<file path="config.mk">
export PLATFORM = sky130hd
export DESIGN_NAME = adc_control_register_bank
export DESIGN_NICKNAME = d
export VERILOG_FILES = /design/src/verilog/adc_ctrl_pkg.sv /design/src/verilog/pattern_cfg_if.sv /design/src/verilog/adc_control_register_bank.sv /design/src/verilog/pattern_gen.sv
export VERILOG_INCLUDE_DIRS = /design/src /design/src/verilog
export SDC_FILE = /design/constraint.sdc
export NUM_CORES = 1
export LEC_CHECK = 0
export BUFFER_PORTS_ARGS = -buffer_cell sky130_fd_sc_hd__buf_2
export CAP_MARGIN = 20
export CORE_ASPECT_RATIO = 0.8
export CORE_MARGIN = 2
export CORE_UTILIZATION = 53
export DETAILED_ROUTE_END_ITERATION = 7
export PLACE_DENSITY = 0.71
export SLEW_MARGIN = 20
export SYNTH_ARGS = -nofsm -noshare
export SYNTH_HDL_FRONTEND = slang
export SYNTH_SLANG_ARGS = --single-unit
export TNS_END_PERCENT = 10
</file>
<file path="constraint.sdc">
create_clock -name ref_clk -period 2.2 [get_ports ref_clk]
set_input_delay 0.22 -clock ref_clk [delete_from_list [all_inputs] [get_ports ref_clk]]
set_output_delay 0.22 -clock ref_clk [all_outputs]
set_load 0.1 [all_outputs]
</file>
<file path="src/verilog/adc_ctrl_defines.svh">
/*
  Register offsets, field positions, reset values and fixed codes of the converter control bank.
  Assumes inclusion by bare name from any file that needs the register map.
*/
`ifndef ADC_CTRL_DEFINES_SVH
`define ADC_CTRL_DEFINES_SVH

// ----------------------------------------------------------------
// register offsets
// ----------------------------------------------------------------
`define OFS_CHIP_ID            8'h01
`define OFS_CHANNEL_SEL        8'h05
`define OFS_OPERATING_MODE     8'h08
`define OFS_CLOCK_COND         8'h09
`define OFS_CLOCK_DIVIDER      8'h0B
`define OFS_TEST_PATTERN       8'h0D
`define OFS_SELF_TEST          8'h0E
`define OFS_USER_P1_LSB        8'h19
`define OFS_USER_P1_MSB        8'h1A
`define OFS_USER_P2_LSB        8'h1B
`define OFS_USER_P2_MSB        8'h1C
`define OFS_SHADOW_UPDATE      8'hFF
`define OFS_SHADOW_FIRST       8'h08
`define OFS_SHADOW_LAST        8'h18

// ----------------------------------------------------------------
// reset values
// ----------------------------------------------------------------
`define RST_CHANNEL_SEL        8'h03
`define RST_OPERATING_MODE     8'h80
`define RST_CLOCK_COND         8'h00
`define RST_CLOCK_DIVIDER      8'h00
`define RST_TEST_PATTERN       8'h00
`define RST_SELF_TEST          8'h00
`define RST_SHADOW_UPDATE      8'h00
`define RST_USER_PATTERN       8'h00

// ----------------------------------------------------------------
// field positions
// ----------------------------------------------------------------
`define BIT_SEL_CHAN_A         0
`define BIT_SEL_CHAN_B         1
`define BIT_EXT_PD_ENABLE      7
`define POWER_MODE_MSB         1
`define POWER_MODE_LSB         0
`define BIT_DUTY_STABILIZE     0
`define DIVIDER_MSB            2
`define DIVIDER_LSB            0
`define PATTERN_MSB            3
`define PATTERN_LSB            0
`define BIT_RESET_SHORT_PN     4
`define BIT_RESET_LONG_PN      5
`define USER_SEQ_MSB           7
`define USER_SEQ_LSB           6
`define BIT_SELF_TEST_ENABLE   0
`define BIT_SELF_TEST_INIT     2
`define BIT_TRANSFER           0

// ----------------------------------------------------------------
// fixed codes
// ----------------------------------------------------------------
`define DIVIDER_MAX_CODE       3'h5
`define TRANSFER_COMMAND       8'h01

`endif

</file>
<file path="src/verilog/adc_ctrl_pkg.sv">
/*
  Types shared by the control bank and its pattern generator.
  Assumes nothing beyond a SystemVerilog compiler.
*/
package adc_ctrl_pkg;

  typedef enum logic [1:0] {
    PWR_RUN        = 2'h0,
    PWR_DOWN       = 2'h1,
    PWR_STANDBY    = 2'h2,
    PWR_DIGITAL_RST = 2'h3
  } power_mode_e;

  typedef enum logic [3:0] {
    PAT_OFF          = 4'h0,
    PAT_MIDSCALE     = 4'h1,
    PAT_POS_FULL     = 4'h2,
    PAT_NEG_FULL     = 4'h3,
    PAT_CHECKER      = 4'h4,
    PAT_LONG_PN      = 4'h5,
    PAT_SHORT_PN     = 4'h6,
    PAT_WORD_TOGGLE  = 4'h7,
    PAT_USER         = 4'h8,
    PAT_BIT_TOGGLE   = 4'h9,
    PAT_MIXED_FREQ   = 4'hA
  } pattern_e;

  typedef enum logic [1:0] {
    SEQ_SINGLE         = 2'h0,
    SEQ_ALTERNATE      = 2'h1,
    SEQ_SINGLE_ONCE    = 2'h2,
    SEQ_ALTERNATE_ONCE = 2'h3
  } user_seq_e;

  typedef enum logic [2:0] {
    US_FIRST  = 3'b001,
    US_SECOND = 3'b010,
    US_DONE   = 3'b100
  } user_state_e;

endpackage

</file>
<file path="src/verilog/pattern_cfg_if.sv">
/*
  Carrier for one channel's active pattern settings, from the register bank to its generator.
  Assumes both ends run on the same clock.
*/
`timescale 1ns/1ps

interface pattern_cfg_if #(parameter int W = 16);
  import adc_ctrl_pkg::*;
  logic [3:0]   mode;
  logic [1:0]   user_seq;
  logic         long_pn_rst;
  logic         short_pn_rst;
  logic         hold_rst;
  logic         restart;
  logic         tick;
  logic [W-1:0] user_p1;
  logic [W-1:0] user_p2;

  modport ctrl (output mode, user_seq, long_pn_rst, short_pn_rst, hold_rst, restart, tick, user_p1, user_p2);
  modport gen  (input  mode, user_seq, long_pn_rst, short_pn_rst, hold_rst, restart, tick, user_p1, user_p2);
endinterface

</file>
<file path="src/verilog/adc_control_register_bank.sv">
/*
  Control register bank of a dual-channel converter: channel select, shadowed program registers,
  transfer command, power modes, clock divider, stabilizer, test patterns and self-test control.
  Assumes a serial port engine outside that presents whole-byte register reads and writes on ref_clk.
*/
// What this block does
// - The two-bit power mode field selects run, full power-down, standby or digital reset per channel.
// - The input clock is divided by the three-bit divider code plus one, codes 0 to 5, default zero.
// - Pattern codes 1 to 4 give midscale, positive and negative full scale and checkerboard; 0 is off.
// - Codes 5 and 6 give the long and short pseudorandom sequences, each with its own reset bit.
// - Code 7 toggles whole words, code 9 toggles alternate bits, code 10 gives mixed bit frequency.
// - Code 8 sends user patterns sequenced as single, alternate, single once or alternate once.
// - Channel-local writes go to channel A on select bit 0, B on bit 1, and both when both are set.
// - A read with both select bits set returns channel A's contents.
// - Writes to 0x08 through 0x18 stay in shadow storage until 0x01 is written to the transfer register.
// - The transfer bit clears itself once the shadowed values are applied.
`timescale 1ns/1ps
`include "adc_ctrl_defines.svh"

module adc_control_register_bank
  import adc_ctrl_pkg::*;
#(
  parameter int         W       = 16,
  parameter logic [7:0] CHIP_ID = 8'h5A  // arbitrary identification value
) (
  input  wire logic          ref_clk,
  input  wire logic          rst,
  input  wire logic          reg_wr_en,
  input  wire logic          reg_rd_en,
  input  wire logic [7:0]    reg_addr,
  input  wire logic [7:0]    reg_wdata,
  output logic [7:0]         reg_rdata,
  output logic               reg_rd_valid,
  output logic [1:0]         power_down,
  output logic [1:0]         standby,
  output logic [1:0]         digital_reset,
  output logic [1:0]         ext_pd_enable,
  output logic               dcs_enable,
  output logic [2:0]         clk_div_ratio,
  output logic               clk_div_tick,
  output logic               self_test_enable,
  output logic               self_test_init,
  output logic [1:0]         pattern_active,
  output logic [W-1:0]       pattern_data_a,
  output logic [W-1:0]       pattern_data_b
);

  // user pattern storage is 16 bits, so wider words are refused
  if (W < 9 || W > 16 || (W % 2) != 0) begin : g_bad_width
    $error("pattern width must be even and 9..16");
  end

  // ----------------------------------------------------------------
  // register state: shadow copies take writes, live copies steer logic
  // ----------------------------------------------------------------
  logic [7:0]   chan_sel;
  logic [7:0]   xfer;
  logic [7:0]   sh_mode   [2];
  logic [7:0]   sh_test   [2];
  logic [7:0]   sh_clock;
  logic [7:0]   sh_div;
  logic [7:0]   sh_built_in_self_test;
  logic [7:0]   lv_mode   [2];
  logic [7:0]   lv_test   [2];
  logic [7:0]   lv_clock;
  logic [7:0]   lv_div;
  logic [7:0]   lv_built_in_self_test;
  logic [15:0]  user_p1;
  logic [15:0]  user_p2;
  logic [7:0]   next_chan_sel;
  logic [7:0]   next_xfer;
  logic [7:0]   next_sh_mode [2];
  logic [7:0]   next_sh_test [2];
  logic [7:0]   next_sh_clock;
  logic [7:0]   next_sh_div;
  logic [7:0]   next_sh_built_in_self_test;
  logic [7:0]   next_lv_mode [2];
  logic [7:0]   next_lv_test [2];
  logic [7:0]   next_lv_clock;
  logic [7:0]   next_lv_div;
  logic [7:0]   next_lv_built_in_self_test;
  logic [15:0]  next_user_p1;
  logic [15:0]  next_user_p2;
  logic         applied;
  logic         next_applied;

  always_comb begin
    next_chan_sel = chan_sel;
    next_sh_mode  = sh_mode;
    next_sh_test  = sh_test;
    next_sh_clock = sh_clock;
    next_sh_div   = sh_div;
    next_sh_built_in_self_test  = sh_built_in_self_test;
    next_lv_mode  = lv_mode;
    next_lv_test  = lv_test;
    next_lv_clock = lv_clock;
    next_lv_div   = lv_div;
    next_lv_built_in_self_test  = lv_built_in_self_test;
    next_user_p1  = user_p1;
    next_user_p2  = user_p2;
    next_applied  = 1'b0;
    next_xfer     = xfer;
    // a pending transfer copies every shadow at once, then drops its bit
    if (xfer[`BIT_TRANSFER]) begin
      next_lv_mode  = sh_mode;
      next_lv_test  = sh_test;
      next_lv_clock = sh_clock;
      next_lv_div   = sh_div;
      next_lv_built_in_self_test  = sh_built_in_self_test;
      next_applied  = 1'b1;
      next_xfer     = `RST_SHADOW_UPDATE;
    end
    if (reg_wr_en) begin
      unique case (reg_addr)
        `OFS_CHANNEL_SEL:    next_chan_sel = {6'h00, reg_wdata[1:0]};
        `OFS_OPERATING_MODE: begin
          for (int c = 0; c < 2; c++) begin
            if (chan_sel[c]) next_sh_mode[c] = reg_wdata & 8'h83;
          end
        end
        `OFS_TEST_PATTERN: begin
          for (int c = 0; c < 2; c++) begin
            if (chan_sel[c]) next_sh_test[c] = reg_wdata;
          end
        end
        `OFS_CLOCK_COND:     next_sh_clock = reg_wdata & 8'h01;
        `OFS_CLOCK_DIVIDER:  next_sh_div   = reg_wdata & 8'h07;
        `OFS_SELF_TEST:      next_sh_built_in_self_test  = reg_wdata & 8'h05;
        `OFS_USER_P1_LSB:    next_user_p1[7:0]  = reg_wdata;
        `OFS_USER_P1_MSB:    next_user_p1[15:8] = reg_wdata;
        `OFS_USER_P2_LSB:    next_user_p2[7:0]  = reg_wdata;
        `OFS_USER_P2_MSB:    next_user_p2[15:8] = reg_wdata;
        // a new command that lands with the clear still takes effect
        `OFS_SHADOW_UPDATE:  next_xfer = reg_wdata & `TRANSFER_COMMAND;
        default: ;
      endcase
    end
  end

  always_ff @(posedge ref_clk) begin
    if (rst) begin
      chan_sel <= `RST_CHANNEL_SEL;
      xfer     <= `RST_SHADOW_UPDATE;
      for (int c = 0; c < 2; c++) begin
        sh_mode[c] <= `RST_OPERATING_MODE;
        sh_test[c] <= `RST_TEST_PATTERN;
        lv_mode[c] <= `RST_OPERATING_MODE;
        lv_test[c] <= `RST_TEST_PATTERN;
      end
      sh_clock <= `RST_CLOCK_COND;
      sh_div   <= `RST_CLOCK_DIVIDER;
      sh_built_in_self_test  <= `RST_SELF_TEST;
      lv_clock <= `RST_CLOCK_COND;
      lv_div   <= `RST_CLOCK_DIVIDER;
      lv_built_in_self_test  <= `RST_SELF_TEST;
      user_p1  <= {2{`RST_USER_PATTERN}};
      user_p2  <= {2{`RST_USER_PATTERN}};
      applied  <= 1'b0;
    end else begin
      chan_sel <= next_chan_sel;
      xfer     <= next_xfer;
      sh_mode  <= next_sh_mode;
      sh_test  <= next_sh_test;
      sh_clock <= next_sh_clock;
      sh_div   <= next_sh_div;
      sh_built_in_self_test  <= next_sh_built_in_self_test;
      lv_mode  <= next_lv_mode;
      lv_test  <= next_lv_test;
      lv_clock <= next_lv_clock;
      lv_div   <= next_lv_div;
      lv_built_in_self_test  <= next_lv_built_in_self_test;
      user_p1  <= next_user_p1;
      user_p2  <= next_user_p2;
      applied  <= next_applied;
    end
  end

  // ----------------------------------------------------------------
  // read port: shadow values are what software sees
  // ----------------------------------------------------------------
  logic [7:0] next_rdata;
  int unsigned rd_ch;

  always_comb begin
    rd_ch = chan_sel[`BIT_SEL_CHAN_A] ? 0 : 1;
    unique case (reg_addr)
      `OFS_CHIP_ID:        next_rdata = CHIP_ID;
      `OFS_CHANNEL_SEL:    next_rdata = chan_sel;
      `OFS_OPERATING_MODE: next_rdata = sh_mode[rd_ch];
      `OFS_TEST_PATTERN:   next_rdata = sh_test[rd_ch];
      `OFS_CLOCK_COND:     next_rdata = sh_clock;
      `OFS_CLOCK_DIVIDER:  next_rdata = sh_div;
      `OFS_SELF_TEST:      next_rdata = sh_built_in_self_test;
      `OFS_USER_P1_LSB:    next_rdata = user_p1[7:0];
      `OFS_USER_P1_MSB:    next_rdata = user_p1[15:8];
      `OFS_USER_P2_LSB:    next_rdata = user_p2[7:0];
      `OFS_USER_P2_MSB:    next_rdata = user_p2[15:8];
      `OFS_SHADOW_UPDATE:  next_rdata = xfer;
      default:             next_rdata = 8'h00;
    endcase
    if (!reg_rd_en) next_rdata = reg_rdata;
  end

  always_ff @(posedge ref_clk) begin
    if (rst) begin
      reg_rdata    <= 8'h00;
      reg_rd_valid <= 1'b0;
    end else begin
      reg_rdata    <= next_rdata;
      reg_rd_valid <= reg_rd_en;
    end
  end

  // ----------------------------------------------------------------
  // input clock divider; codes above 5 clamp to divide by 6
  // ----------------------------------------------------------------
  logic [2:0] div_code;
  logic [2:0] div_cnt;
  logic [2:0] next_div_cnt;
  logic       next_tick;

  always_comb begin
    div_code = (lv_div[2:0] > `DIVIDER_MAX_CODE) ? `DIVIDER_MAX_CODE : lv_div[2:0];
    next_tick    = (div_cnt >= div_code);
    next_div_cnt = next_tick ? 3'h0 : div_cnt + 3'h1;
  end

  always_ff @(posedge ref_clk) begin
    if (rst) begin
      div_cnt      <= 3'h0;
      clk_div_tick <= 1'b0;
    end else begin
      div_cnt      <= next_div_cnt;
      clk_div_tick <= next_tick;
    end
  end

  // ----------------------------------------------------------------
  // live control outputs
  // ----------------------------------------------------------------
  assign clk_div_ratio    = div_code;
  assign dcs_enable       = lv_clock[`BIT_DUTY_STABILIZE];
  assign self_test_enable = lv_built_in_self_test[`BIT_SELF_TEST_ENABLE];
  assign self_test_init   = lv_built_in_self_test[`BIT_SELF_TEST_INIT];

  logic [W-1:0] pat_data [2];

  for (genvar c = 0; c < 2; c++) begin : g_chan
    power_mode_e pm;
    pattern_cfg_if #(.W(W)) cfg ();
    assign pm               = power_mode_e'(lv_mode[c][`POWER_MODE_MSB:`POWER_MODE_LSB]);
    assign power_down[c]    = (pm == PWR_DOWN);
    assign standby[c]       = (pm == PWR_STANDBY);
    assign digital_reset[c] = (pm == PWR_DIGITAL_RST);
    assign ext_pd_enable[c] = lv_mode[c][`BIT_EXT_PD_ENABLE];
    assign cfg.mode         = lv_test[c][`PATTERN_MSB:`PATTERN_LSB];
    assign cfg.user_seq     = lv_test[c][`USER_SEQ_MSB:`USER_SEQ_LSB];
    assign cfg.long_pn_rst  = lv_test[c][`BIT_RESET_LONG_PN];
    assign cfg.short_pn_rst = lv_test[c][`BIT_RESET_SHORT_PN];
    // a powered channel only advances in run mode; digital reset also clears it
    assign cfg.hold_rst     = (pm == PWR_DIGITAL_RST);
    assign cfg.tick         = clk_div_tick && (pm == PWR_RUN);
    assign cfg.restart      = applied;
    assign cfg.user_p1      = user_p1[W-1:0];
    assign cfg.user_p2      = user_p2[W-1:0];
    pattern_gen #(.W(W)) u_gen (
      .ref_clk (ref_clk),
      .rst     (rst),
      .cfg     (cfg.gen),
      .data    (pat_data[c]),
      .active  (pattern_active[c])
    );
  end

  assign pattern_data_a = pat_data[0];
  assign pattern_data_b = pat_data[1];

endmodule

</file>
<file path="src/verilog/pattern_gen.sv">
/*
  Per-channel digital test pattern source, one word per sample tick.
  Assumes settings arrive already transferred from shadow storage.
*/
`timescale 1ns/1ps

module pattern_gen
  import adc_ctrl_pkg::*;
#(
  parameter int W = 16
) (
  input  wire logic      ref_clk,
  input  wire logic      rst,
  pattern_cfg_if.gen     cfg,
  output logic [W-1:0]   data,
  output logic           active
);

  localparam logic [W-1:0] ODD_BITS  = {(W/2){2'b10}};
  localparam logic [W-1:0] EVEN_BITS = {(W/2){2'b01}};
  localparam logic [W-1:0] MIDSCALE  = {1'b1, {(W-1){1'b0}}};

  // widths the generators cannot fill are refused at elaboration
  if (W < 2 || W > 23 || (W % 2) != 0) begin : g_bad_width
    $error("pattern width must be even and 2..23");
  end

  logic [22:0]  long_pn;
  logic [8:0]   short_pn;
  logic         phase;
  logic [W-1:0] mix_cnt;
  user_state_e  ustate;
  logic [22:0]  next_long_pn;
  logic [8:0]   next_short_pn;
  logic         next_phase;
  logic [W-1:0] next_mix_cnt;
  user_state_e  next_ustate;
  logic [W-1:0] next_data;
  logic         next_active;
  logic [W-1:0] short_word;

  // ----------------------------------------------------------------
  // sequence state
  // ----------------------------------------------------------------
  always_comb begin
    next_long_pn  = long_pn;
    next_short_pn = short_pn;
    next_phase    = phase;
    next_mix_cnt  = mix_cnt;
    next_ustate   = ustate;
    if (cfg.tick) begin
      next_long_pn  = {long_pn[21:0], long_pn[22] ^ long_pn[17]};
      next_short_pn = {short_pn[7:0], short_pn[8] ^ short_pn[4]};
      next_phase    = ~phase;
      next_mix_cnt  = mix_cnt + {{(W-1){1'b0}}, 1'b1};
      unique case (ustate)
        US_FIRST: begin
          unique case (user_seq_e'(cfg.user_seq))
            SEQ_SINGLE:         next_ustate = US_FIRST;
            SEQ_SINGLE_ONCE:    next_ustate = US_DONE;
            SEQ_ALTERNATE,
            SEQ_ALTERNATE_ONCE: next_ustate = US_SECOND;
          endcase
        end
        US_SECOND: begin
          next_ustate = (cfg.user_seq == SEQ_ALTERNATE) ? US_FIRST : US_DONE;
        end
        US_DONE:   next_ustate = US_DONE;
        default:   next_ustate = US_FIRST;
      endcase
    end
    // each generator restarts from its own seed
    if (cfg.long_pn_rst || cfg.hold_rst) begin
      next_long_pn = '1;
    end
    if (cfg.short_pn_rst || cfg.hold_rst) begin
      next_short_pn = '1;
    end
    if (cfg.restart || cfg.hold_rst) begin
      next_phase   = 1'b0;
      next_mix_cnt = '0;
      next_ustate  = US_FIRST;
    end
  end

  // ----------------------------------------------------------------
  // word selection
  // ----------------------------------------------------------------
  always_comb begin
    short_word = '0;
    for (int i = 0; i < W; i++) begin
      short_word[i] = short_pn[i % 9];
    end
    next_active = 1'b1;
    unique case (cfg.mode)
      PAT_MIDSCALE:    next_data = MIDSCALE;
      PAT_POS_FULL:    next_data = '1;
      PAT_NEG_FULL:    next_data = '0;
      PAT_CHECKER:     next_data = phase ? ODD_BITS : EVEN_BITS;
      PAT_LONG_PN:     next_data = long_pn[W-1:0];
      PAT_SHORT_PN:    next_data = short_word;
      PAT_WORD_TOGGLE: next_data = phase ? '1 : '0;
      PAT_BIT_TOGGLE:  next_data = phase ? ODD_BITS : '0;
      PAT_MIXED_FREQ:  next_data = mix_cnt;
      PAT_USER: begin
        next_data = (ustate == US_FIRST) ? cfg.user_p1 : (ustate == US_SECOND) ? cfg.user_p2 : '0;
      end
      default: begin
        // off and unused codes drive a zero word and clear active
        next_data   = '0;
        next_active = 1'b0;
      end
    endcase
    if (cfg.hold_rst) begin
      next_data   = '0;
      next_active = 1'b0;
    end
  end

  always_ff @(posedge ref_clk) begin
    if (rst) begin
      long_pn  <= '1;
      short_pn <= '1;
      phase    <= 1'b0;
      mix_cnt  <= '0;
      ustate   <= US_FIRST;
      data     <= '0;
      active   <= 1'b0;
    end else begin
      long_pn  <= next_long_pn;
      short_pn <= next_short_pn;
      phase    <= next_phase;
      mix_cnt  <= next_mix_cnt;
      ustate   <= next_ustate;
      data     <= next_data;
      active   <= next_active;
    end
  end

endmodule

</file>
# Word-level counts from Yosys, hierarchy flattened
# Cells that the tools add are included.
# classes
addsub	3
order_cmp	3
n_eq_ne	50
n_mux	33
n_bitwise	7
reduce_logical	37
# op_table
op	count
$pmux 16 s9	2
$mux 16	10
$pmux 8 s12	1
$mux 8	9
$eq 8x4->1 const B	5
$pmux 3 s3	4
$ge 33x2->1 const B	1
$not 1->33	1
$add 16x1->16 const B	2
$eq 4x3->1 const B	8
$eq 8x5->1 const B	4
$eq 4x4->1 const B	6
$reduce_or 2->1	11
$reduce_or 10->1	2
$eq 2x2->1 const B	8
$eq 4x2->1 const B	4
$reduce_and 2->1	8
$reduce_and 3->1	4
$mux 3	3
$eq 2x1->1 const B	4
$eq 4x1->1 const B	2
$eq 8x1->1 const B	1
$eq 8x3->1 const B	1
$eq 8x8->1 const B	1
12 further kinds	31
# word_totals
regBits	250
inputBits	20
output_inout_bits	58
word_cells	172

# Logic depth before layout (Yosys ltp)
# Gate-level depths: netlist (run 1).
# logic_depth
ltp_word	6
ltp_mapped	8
mapped_depth_nobuf	7

# By module
# Synthesis (run 1) repeated with hierarchy kept, for this count alone.
# hier_totals
hier_cells	1250
hier_area_um2	11609.9
# modules_own_cells
mod	n_inst	cells_each	area_per_inst_um2
adc_control_register_bank	1	532	4941.0
pattern_gen at g_chan[1].u_gen	1	356	3367.0
pattern_gen at g_chan[0].u_gen	1	362	3301.9

# Worst setup path after synthesis (run 1)
# No wires, ideal clock.
# synth_timing
path_type	register to register
start	register clk_div_tick
end	register g_chan[1].u_gen.mix_cnt[14]
t_arrival_ns	2.038
required_time_ns	2.072
setup_slack_ns	0.034
stages_incl_launch_ff	7
n_path_buf	1
cell_sequence	dfxtp_1 -> nor3b_1 -> buf_2 -> nand3_1 -> nor4_1 -> xnor2_1 -> nor2_1
# synth_via
elab_chain_len	1
# synth_rtl
item	line_no	rtl
start, declared	adc_control_register_bank.sv:40	output logic clk_div_tick,
start signal, assigned	adc_control_register_bank.sv:234	clk_div_tick <= next_tick;
$logic_and 1x1->1	adc_control_register_bank.sv:262	assign cfg.tick = clk_div_tick && (pm == PWR_RUN);
end signal, assigned	pattern_gen.sv:133	mix_cnt <= next_mix_cnt;
end, declared	pattern_gen.sv:31	logic [W-1:0] mix_cnt;
# No other way between the ends.
# A chain may end at the register's enable or synchronous reset.

# Final worst setup path (run 1)
# layout_timing
start	register chan_sel[0]
end	register reg_rdata[1]
# layout_via
elab_chain_len	6
# layout_rtl
item	line_no	rtl
start, declared	adc_control_register_bank.sv:56	logic [7:0] chan_sel;
start signal, assigned	adc_control_register_bank.sv:142	chan_sel <= `RST_CHANNEL_SEL;
start signal, assigned	adc_control_register_bank.sv:160	chan_sel <= next_chan_sel;
$mux 1 *	adc_control_register_bank.sv:185	rd_ch = chan_sel[`BIT_SEL_CHAN_A] ? 0 : 1;
$not 1->33 (implied by the code) *	adc_control_register_bank.sv:189, adc_control_register_bank.sv:190	
$mux 8, on equally long branches (3 in series)	adc_control_register_bank.sv:190, adc_control_register_bank.sv:189	
$pmux 8 s12 *	adc_control_register_bank.sv:186	unique case (reg_addr)
end signal, assigned	adc_control_register_bank.sv:209	reg_rdata <= next_rdata;
end, declared	adc_control_register_bank.sv:32	output logic [7:0] reg_rdata,
# Every way passes the cells marked *; elsewhere a longest branch is shown, timed or not. The select of a mux whose other input is x is not followed.

==> results.md, run 1 <==
* Status: finished with violations
* Failing checks: design-rule violations
* Die height at between 100 and 150 um
* Multiplexer share of the synthesized area at just over 7%
* Final hold vios at 0
* Comb pwr share at about 4.5%
* Met1 global-route usage at 42.22%
* Top FF cell, synth: dfxtp_1
* Worst path slowest cell: a2111oi_0
* Nets@finish at between 1,000 and 1,500
* GRT overflow at 0
* DPL Wire Length at 21.54 mm
* Via count at between 9,000 and 10,000
* Crit-path max cell delay at 0.54 ns
* Initial drt markers at roughly 1,200
* Area contributors post-synth: dfxtp_1 (46%), nand2_1 (7.6%), mux2i_1 (6.1%)
* Final WS setup at approximately 0.18 ns
* Starting Density at between 50% and 60%
* Vias in the first global route at between 8,000 and 9,000
* H-tree levels at 1
* CTS sink count at 250
* Synth top area share at a little under half
* Gate Count Post-Synth at between 1,000 and 1,500
* CTS Buf Count at 26
* Min-Delay Path Depth at 3
* Critical Path Sink Type: flop
* Period minus WS final at ~2.0 ns
* Clk buf depth at 3
* CTS tree: yes
* Number of flops mapped to enable cells by yosys at 0
* Async SR Flop Fraction at 0%
* IO Pins at 78
* RSZ-0062 raised after global routing: no
* Layout cells sized above 1 at between 10% and 20%
* Top cells by count, synth: dfxtp_1 (250), nand2_1 (223), nor2_1 (129)
* Routed WL per cell at ~19 um
* Synthesized Nets at between 1,000 and 1,500
* Slew Viols, Final at 0
* Initial antenna violation count at 0
* Post-Synth Adder-Cell Area at 0.6842%
* Routed Antenna Nets at 0
* Register share of total power at 47.9%
* Seq cells post-synth at 250
* Clk_skew at 0.007657 ns
* Sequential element share of the synthesized area at 45.61%
* Synth warn at 0
* Drt pass-1 iters at 8
* Via density at between 5 and 6
* Die area at between 0.02 and 0.025 mm^2
* Worst hold start: reg_wdata[5]
* Fmax at between 400 and 500 MHz
* Area added between synthesis and finish at 14.62%
* Internal power at roughly 0.0076 W
* Slew headroom at 27.22%
* Compound-cell area share of the yosys netlist at between 15 and 20%
* First-pass GRT wire length at 48.65 mm
* Worst r2r src: chan_sel[0]
* Crit-path cells: buf_4 -> mux2_2 -> a32o_1 -> a2111oi_0 -> nor4_1
* LEAKAGE at roughly 5.1 nW
* Critical Path RT at 2.59 ns
* GP Congestion at a little over 0.9
* Critical path arrival at between 2 and 2.5 ns
* Met3 Resource Use GR at between 4 and 5%
* IO buf count at 77
* Clk slew on worst S/H paths at approximately 0.060 ns
* Largest net degree at the start of global routing at 76
* Clock Latency Late Sink at 0.53 ns
* CP bufs+invs at 1
* Global routing's busiest layer: met1
* Worst-path maximum fanout at 14
* Top-count cell post-synth: dfxtp_1
* Row Count at 47
* Max-Cap Viols at 0
* Fin Hold WS at about 0.035 ns
* Largest family of logic cells by synthesized area: simple AND/OR/NAND/NOR gates
* Mapped cell area at between 0.01 and 0.015 mm^2
* Core area at 0.02052 mm^2
* Hold EP: sh_test[5]
* Postcts setup bufs at 0
* Net Switching at between 0.002 and 0.0025 W
* Synth area leader: dfxtp_1
* End of the worst register-to-register path: reg_rdata[1]
* Syn avg cell area at between 8 and 9 um^2
* CP Launch Type: flop
* Clock power frac at a little under half
* Setup Viol. Count Final at 0
* Pre-CTS setup slack at around 0.19 ns
* XOR/XNOR Fraction of Synth Area at around 2.6%
* Power Dens Cells at 784.0 mW/mm^2
* Setup_tns at 0 ns
* Simple-Gate Fraction of Synth Area at around a quarter
* Register-to-Register Path Depth at 5
* Hold Path Class: in -> reg
* Setup slack, reg-to-reg at 0.18 ns
* Final period utilization at between 90% and 100%
* Routing usage on met2 at 41.24%
* VDD IR max at about 520 uV
* Netlist cell types at 64
* Slew @ Worst Pin at approximately 1.1 ns
* Top cell family by delay on the critical path: compound AO/OA/AOI/OAI gates
* Post-route DRC at 13
* Diode count at 0
* GRT Resource Usage Total at between 20 and 30%
* WL final at between 30 and 40 mm
* Die Width at ~160 um
* Root Driver: clkbuf_16
* Switching part of the total power at a little under a quarter
* Setup CP Type: reg -> reg
-- metrics by stage --
stage | cells | power [W] | cell area (um^2) | util, %
2_1_floorplan | 1281 | 0.005093 | 10970 | -
3_3_place_gp | 1579 | 0.005248 | 11640 | 56.73
3_5_place_dp | 1579 | 0.005258 | 11640 | 56.73
4_1_cts | 1628 | 0.009894 | 12570 | 61.26
5_1_grt | 1628 | 0.01013 | 12580 | 61.28
6_report | 1628 | 0.009861 | 12580 | 61.28
-- worst register-to-register path: stages (launching register included) --
cell and delay, ns:
dfxtp_1 0.34, buf_4 0.25, mux2_2 0.38, a32o_1 0.25
a2111oi_0 0.54, nor4_1 0.12
-- state kept, by name, indices dropped and copies added (netlist names), 16 cells and up --
signal and cells:
g_chan.u_gen.data 32, g_chan.cfg.user_p2 16, sh_test 16, g_chan.u_gen.mix_cnt 32
g_chan.u_gen.short_pn 18, g_chan.cfg.user_p1 16, g_chan.u_gen.long_pn 46
-- power by group through the flow --
stage | sequential [W] | combinational [W] | clock (W)
floorplan | 0.00480 | 0.000298 | 0
global placement | 0.00482 | 0.000430 | 0
detailed placement | 0.00482 | 0.000439 | 0
CTS | 0.00472 | 0.000442 | 0.00473
global route | 0.00473 | 0.000498 | 0.00490
finish | 0.00472 | 0.000446 | 0.00469
-- worst max path at each step --
stage	startpoint	to	slack, ns	cells after the start
final	chan_sel[0]	reg_rdata[1]	0.18	5
after global routing	chan_sel[0]	reg_rdata[1]	0.07	5
after CTS	chan_sel[0]	reg_rdata[1]	0.20	5
after detailed placement	reg_addr[1]	reg_rdata[1]	0.19	6
after global placement	reg_addr[1]	reg_rdata[1]	0.18	6
after floorplan	clk_div_tick	g_chan[1].u_gen.mix_cnt[14]	0.03	6
-- routing by layer --
| metal | wire [um] | share of wire [%] | vias up |
|---|---|---|---|
| li1 | - | - | 4660 |
| met1 | 14500 | 47 | 4584 |
| met2 | 13250 | 43 | 411 |
| met3 | 2380 | 7.7 | 50 |
| met4 | 660 | 2.1 | 0 |
| met5 | 0 | 0 | - |
-- what timing repair did --
item	CTS	global route
gates resized for setup	0	1
endpoints found under the hold margin	1	0
hold buffers	1	0
setup endpoints to repair	0	12
-- placed cells by master, fill, tap and decap left out, types with 18 or more instances in the layout --
cell type  netlist  routed
buf_4            5      41
a222oi_1        25      25
xnor2_1         23      23
clkbuf_16        0      27
nor3_1          18      18
a22o_1          42      42
nor2b_1         22      21
a31oi_1         28      28
o21ai_0         24      24
nand2_1        223     223
mux2i_1         67      67
buf_2           17      77
dfxtp_1        250     249
nand3_1         82      82
a21oi_1         54      54
nor2_1         129     128
-- kinds of logic (layout without fill, tap and decap cells) --
logic type	Yosys count	after routing
adders and majority gates	6	6
xor gates and xnor gates	33	33
AOI/OAI and AO/OA	244	244
buffers and inverters	106	184
DFF	250	250
and+or+nand+nor	565	565
muxes	77	77
-- area by class of cell --
| class | count | area [um^2] |
|---|---|---|
| multi-input cells | 925 | 5533 |
| repair buffers | 120 | 723.2 |
| clock inverters | 12 | 168.9 |
| clock buffers | 36 | 749.5 |
| fillers | 1836 | 7946 |
| inverters | 16 | 60.06 |
| flip-flops and latches | 250 | 5006 |
| well taps | 269 | 336.6 |
No activity file was read; power rests on OpenSTA's default activity.
==> run 2, diff against run 1 <==
SETUP_SLACK_MARGIN = 0.4   (was not set)
==> results.md, run 2 (synthesis results as in run 1) <==
* Starting Density at 53.47% (unchanged)
* GRT Resource Usage Total at 28.28% (+0.32 points)
* Nets@finish at 1,372 (+0.51%)
* Top cell family by delay on the critical path: compound AO/OA/AOI/OAI gates
* Critical Path Sink Type: flop
* Largest reg by FF count: g_chan.u_gen.long_pn
* Slew @ Worst Pin at 0.6919 ns (-0.3958 ns)
* WL final at 30.74 mm (-0.17%)
* CTS Hold Bufs at 0 (-1)
* Fmax at 548.7 MHz (+11%)
* Die area at 0.02188 mm^2 (unchanged)
* IO buf count at 77 (unchanged)
* Max-Cap Viols at 0 (unchanged)
* Die height at 132.7 um (unchanged)
* GRT overflow at 0 (unchanged)
* Clk slew on worst S/H paths at 0.06 ns (about the same)
* Largest registers: g_chan.u_gen.long_pn (46), g_chan.u_gen.data (32), g_chan.u_gen.mix_cnt (32)
* Hold Path Class: in -> reg
* Power Dens Cells at 766.0 mW/mm^2 (-2.3%)
* Routed Antenna Nets at 0 (unchanged)
* Slew Viols, Final at 0 (unchanged)
* Critical Path RT at 2.60 ns (about the same)
* Crit-path max cell delay at 0.40 ns (-0.14 ns)
* Final period utilization at 82.84% (-8.8 points)
* Multi-input logic area at 0.005573 mm^2 (+0.72%)
* Worst-path maximum fanout at 3 (-11)
* Status: completed
* Root Driver: clkbuf_16
* Largest net degree at the start of global routing at 61 (-20%)
* LEAKAGE at 5.113 nW (+0.30%)
* Clk buf depth at 3 (unchanged)
* CTS sink count at 250 (unchanged)
* Die Width at 164.9 um (unchanged)
* First-pass GRT wire length at 49.31 mm (+1.4%)
* IO Pins at 78 (unchanged)
* Worst path slowest cell: a2111oi_2
* VDD IR max at 583.2 uV (+13%)
* Flip-flop count of the largest register after layout at 46 (unchanged)
* Clock Latency Late Sink at 0.53 ns (about the same)
* CP Launch Type: flop
* GP Congestion at 0.9168 (-1.2%)
* CTS tree: yes
* Post-route DRC at 0 (-13)
* Fill cells at 1,761 (-4.1%)
* CTS Buf Count at 26 (unchanged)
* Critical path arrival at 2.22 ns (-0.19 ns)
* Row Count at 47 (unchanged)
* Core area at 0.02052 mm^2 (unchanged)
* Post-layout util at 61.63% (+0.35 points)
* H-tree levels at 1 (unchanged)
* Area added between synthesis and finish at 15.27%
* Drt pass-1 iters at 7 (-1)
* Layout cells sized above 1 at 15.92% (+1.2 points)
* Initial drt markers at 1,395 (+16%)
* Routed WL per cell at 18.84 um (-0.41%)
* Highest-count cells in the layout ignoring fill and taps: dfxtp_1 (246), nand2_1 (223), nor2_1 (125), nand3_1 (82), buf_2 (75)
* Initial antenna violation count at 0 (unchanged)
* Via count at 9,822 (+1.2%)
* CP bufs+invs at 0 (-1)
* Setup CP Type: reg -> reg
* Setup_tns at 0 ns (unchanged)
* Clk_skew at 0.009782 ns (+0.002124 ns)
* Final hold vios at 0 (unchanged)
* Slew headroom at 53.82% (+27 points)
* Via density at 6.018 (+0.96%)
* FF+latch area at 0.005010 mm^2 (about the same)
* Diode count at 0 (unchanged)
* Period minus WS final at 1.822 ns (-0.1930 ns)
* DPL Wire Length at 21.40 mm (-0.66%)
* RSZ-0062 raised after global routing: yes
* Most common cell after layout, fill and taps aside: dfxtp_1
* Vias in the first global route at 8,811 (-0.52%)
* Crit-path cells: mux2_2 -> a22o_1 -> a32o_1 -> a2111oi_2 -> nor4_1
* Setup Viol. Count Final at 0 (unchanged)
-- run 2: cell types whose count changed in the layout (fill, tap and decap cells not counted), moves of 2 or more --
cell	delta
clkinv_2	-5
clkbuf_8	+4
a2111oi_0	-2
buf_4	+8
nor2_1	-3
dfxtp_1	-3
nor2_2	+2
bufinv_16	-2
dfxtp_2	+3
clkbuf_4	+2
buf_2	-2
-- run 2: report_power, final --
group | total (W) | internal (W) | switching (W)
clock network | 0.00452 | 0.00274 | 0.00178
registers | 0.00472 | 0.00462 | 0.0000972
logic | 0.000452 | 0.000147 | 0.000305
total | 0.00969 | 0.00751 | 0.00218
-- run 2: worst paths after layout --
kind | start | end | slack (ns) | depth (start not counted)
setup / recovery | chan_sel[0] | reg_rdata[1] | 0.38 | 5
hold / removal | reg_wdata[3] | sh_test[3] | 0.02 | 3
setup reg to reg | chan_sel[0] | reg_rdata[1] | 0.38 | 5
hold reg to reg | div_cnt[0] | div_cnt[0] | 0.45 | 1
-- run 2: tightest hold or removal path, cell delays in order --
cell and delay [ns]:
buf_2 0.15, nand2_1 0.07, a21oi_1 0.05
-- run 2: per-layer routing --
layer	part of all wire, %	track usage (%)	vias to the layer above
met5	0	0	-
met4	2.4	8.164	0
met3	8.3	4.263	56
met2	43	40.19	442
met1	46	43.98	4654
li1	-	-	4670
-- run 2: layout make-up --
type	instances	share of cell area [%]
Clock buffer	39	6.331
Clock inverter	6	0.7122
Inverter	16	0.4748
Multi-Input combinational cell	925	44.06
Sequential cell	250	39.61
Tap cell	269	2.661
Timing Repair Buffer	127	6.153
-- run 2: through the flow --
stage	hold WS, ns	instance area (um^2)	cells	setup WS, ns	power, W
after detailed placement	0.4441	11670	1582	0.1146	0.005256
after global placement	0.4425	11670	1582	0.1842	0.005247
after global routing	0.01842	12650	1632	0.3197	0.009989
after CTS	0.007824	12570	1627	0.2764	0.009731
final	0.01948	12650	1632	0.3776	0.009688
after floorplan	0.3379	10980	1281	0.2459	0.005093
-- run 2: what timing repair did --
item	in CTS	in global routing
buffers inserted	0	5
pin swaps	0	3
gates resized for setup	4	13
setup endpoints to repair	43	53
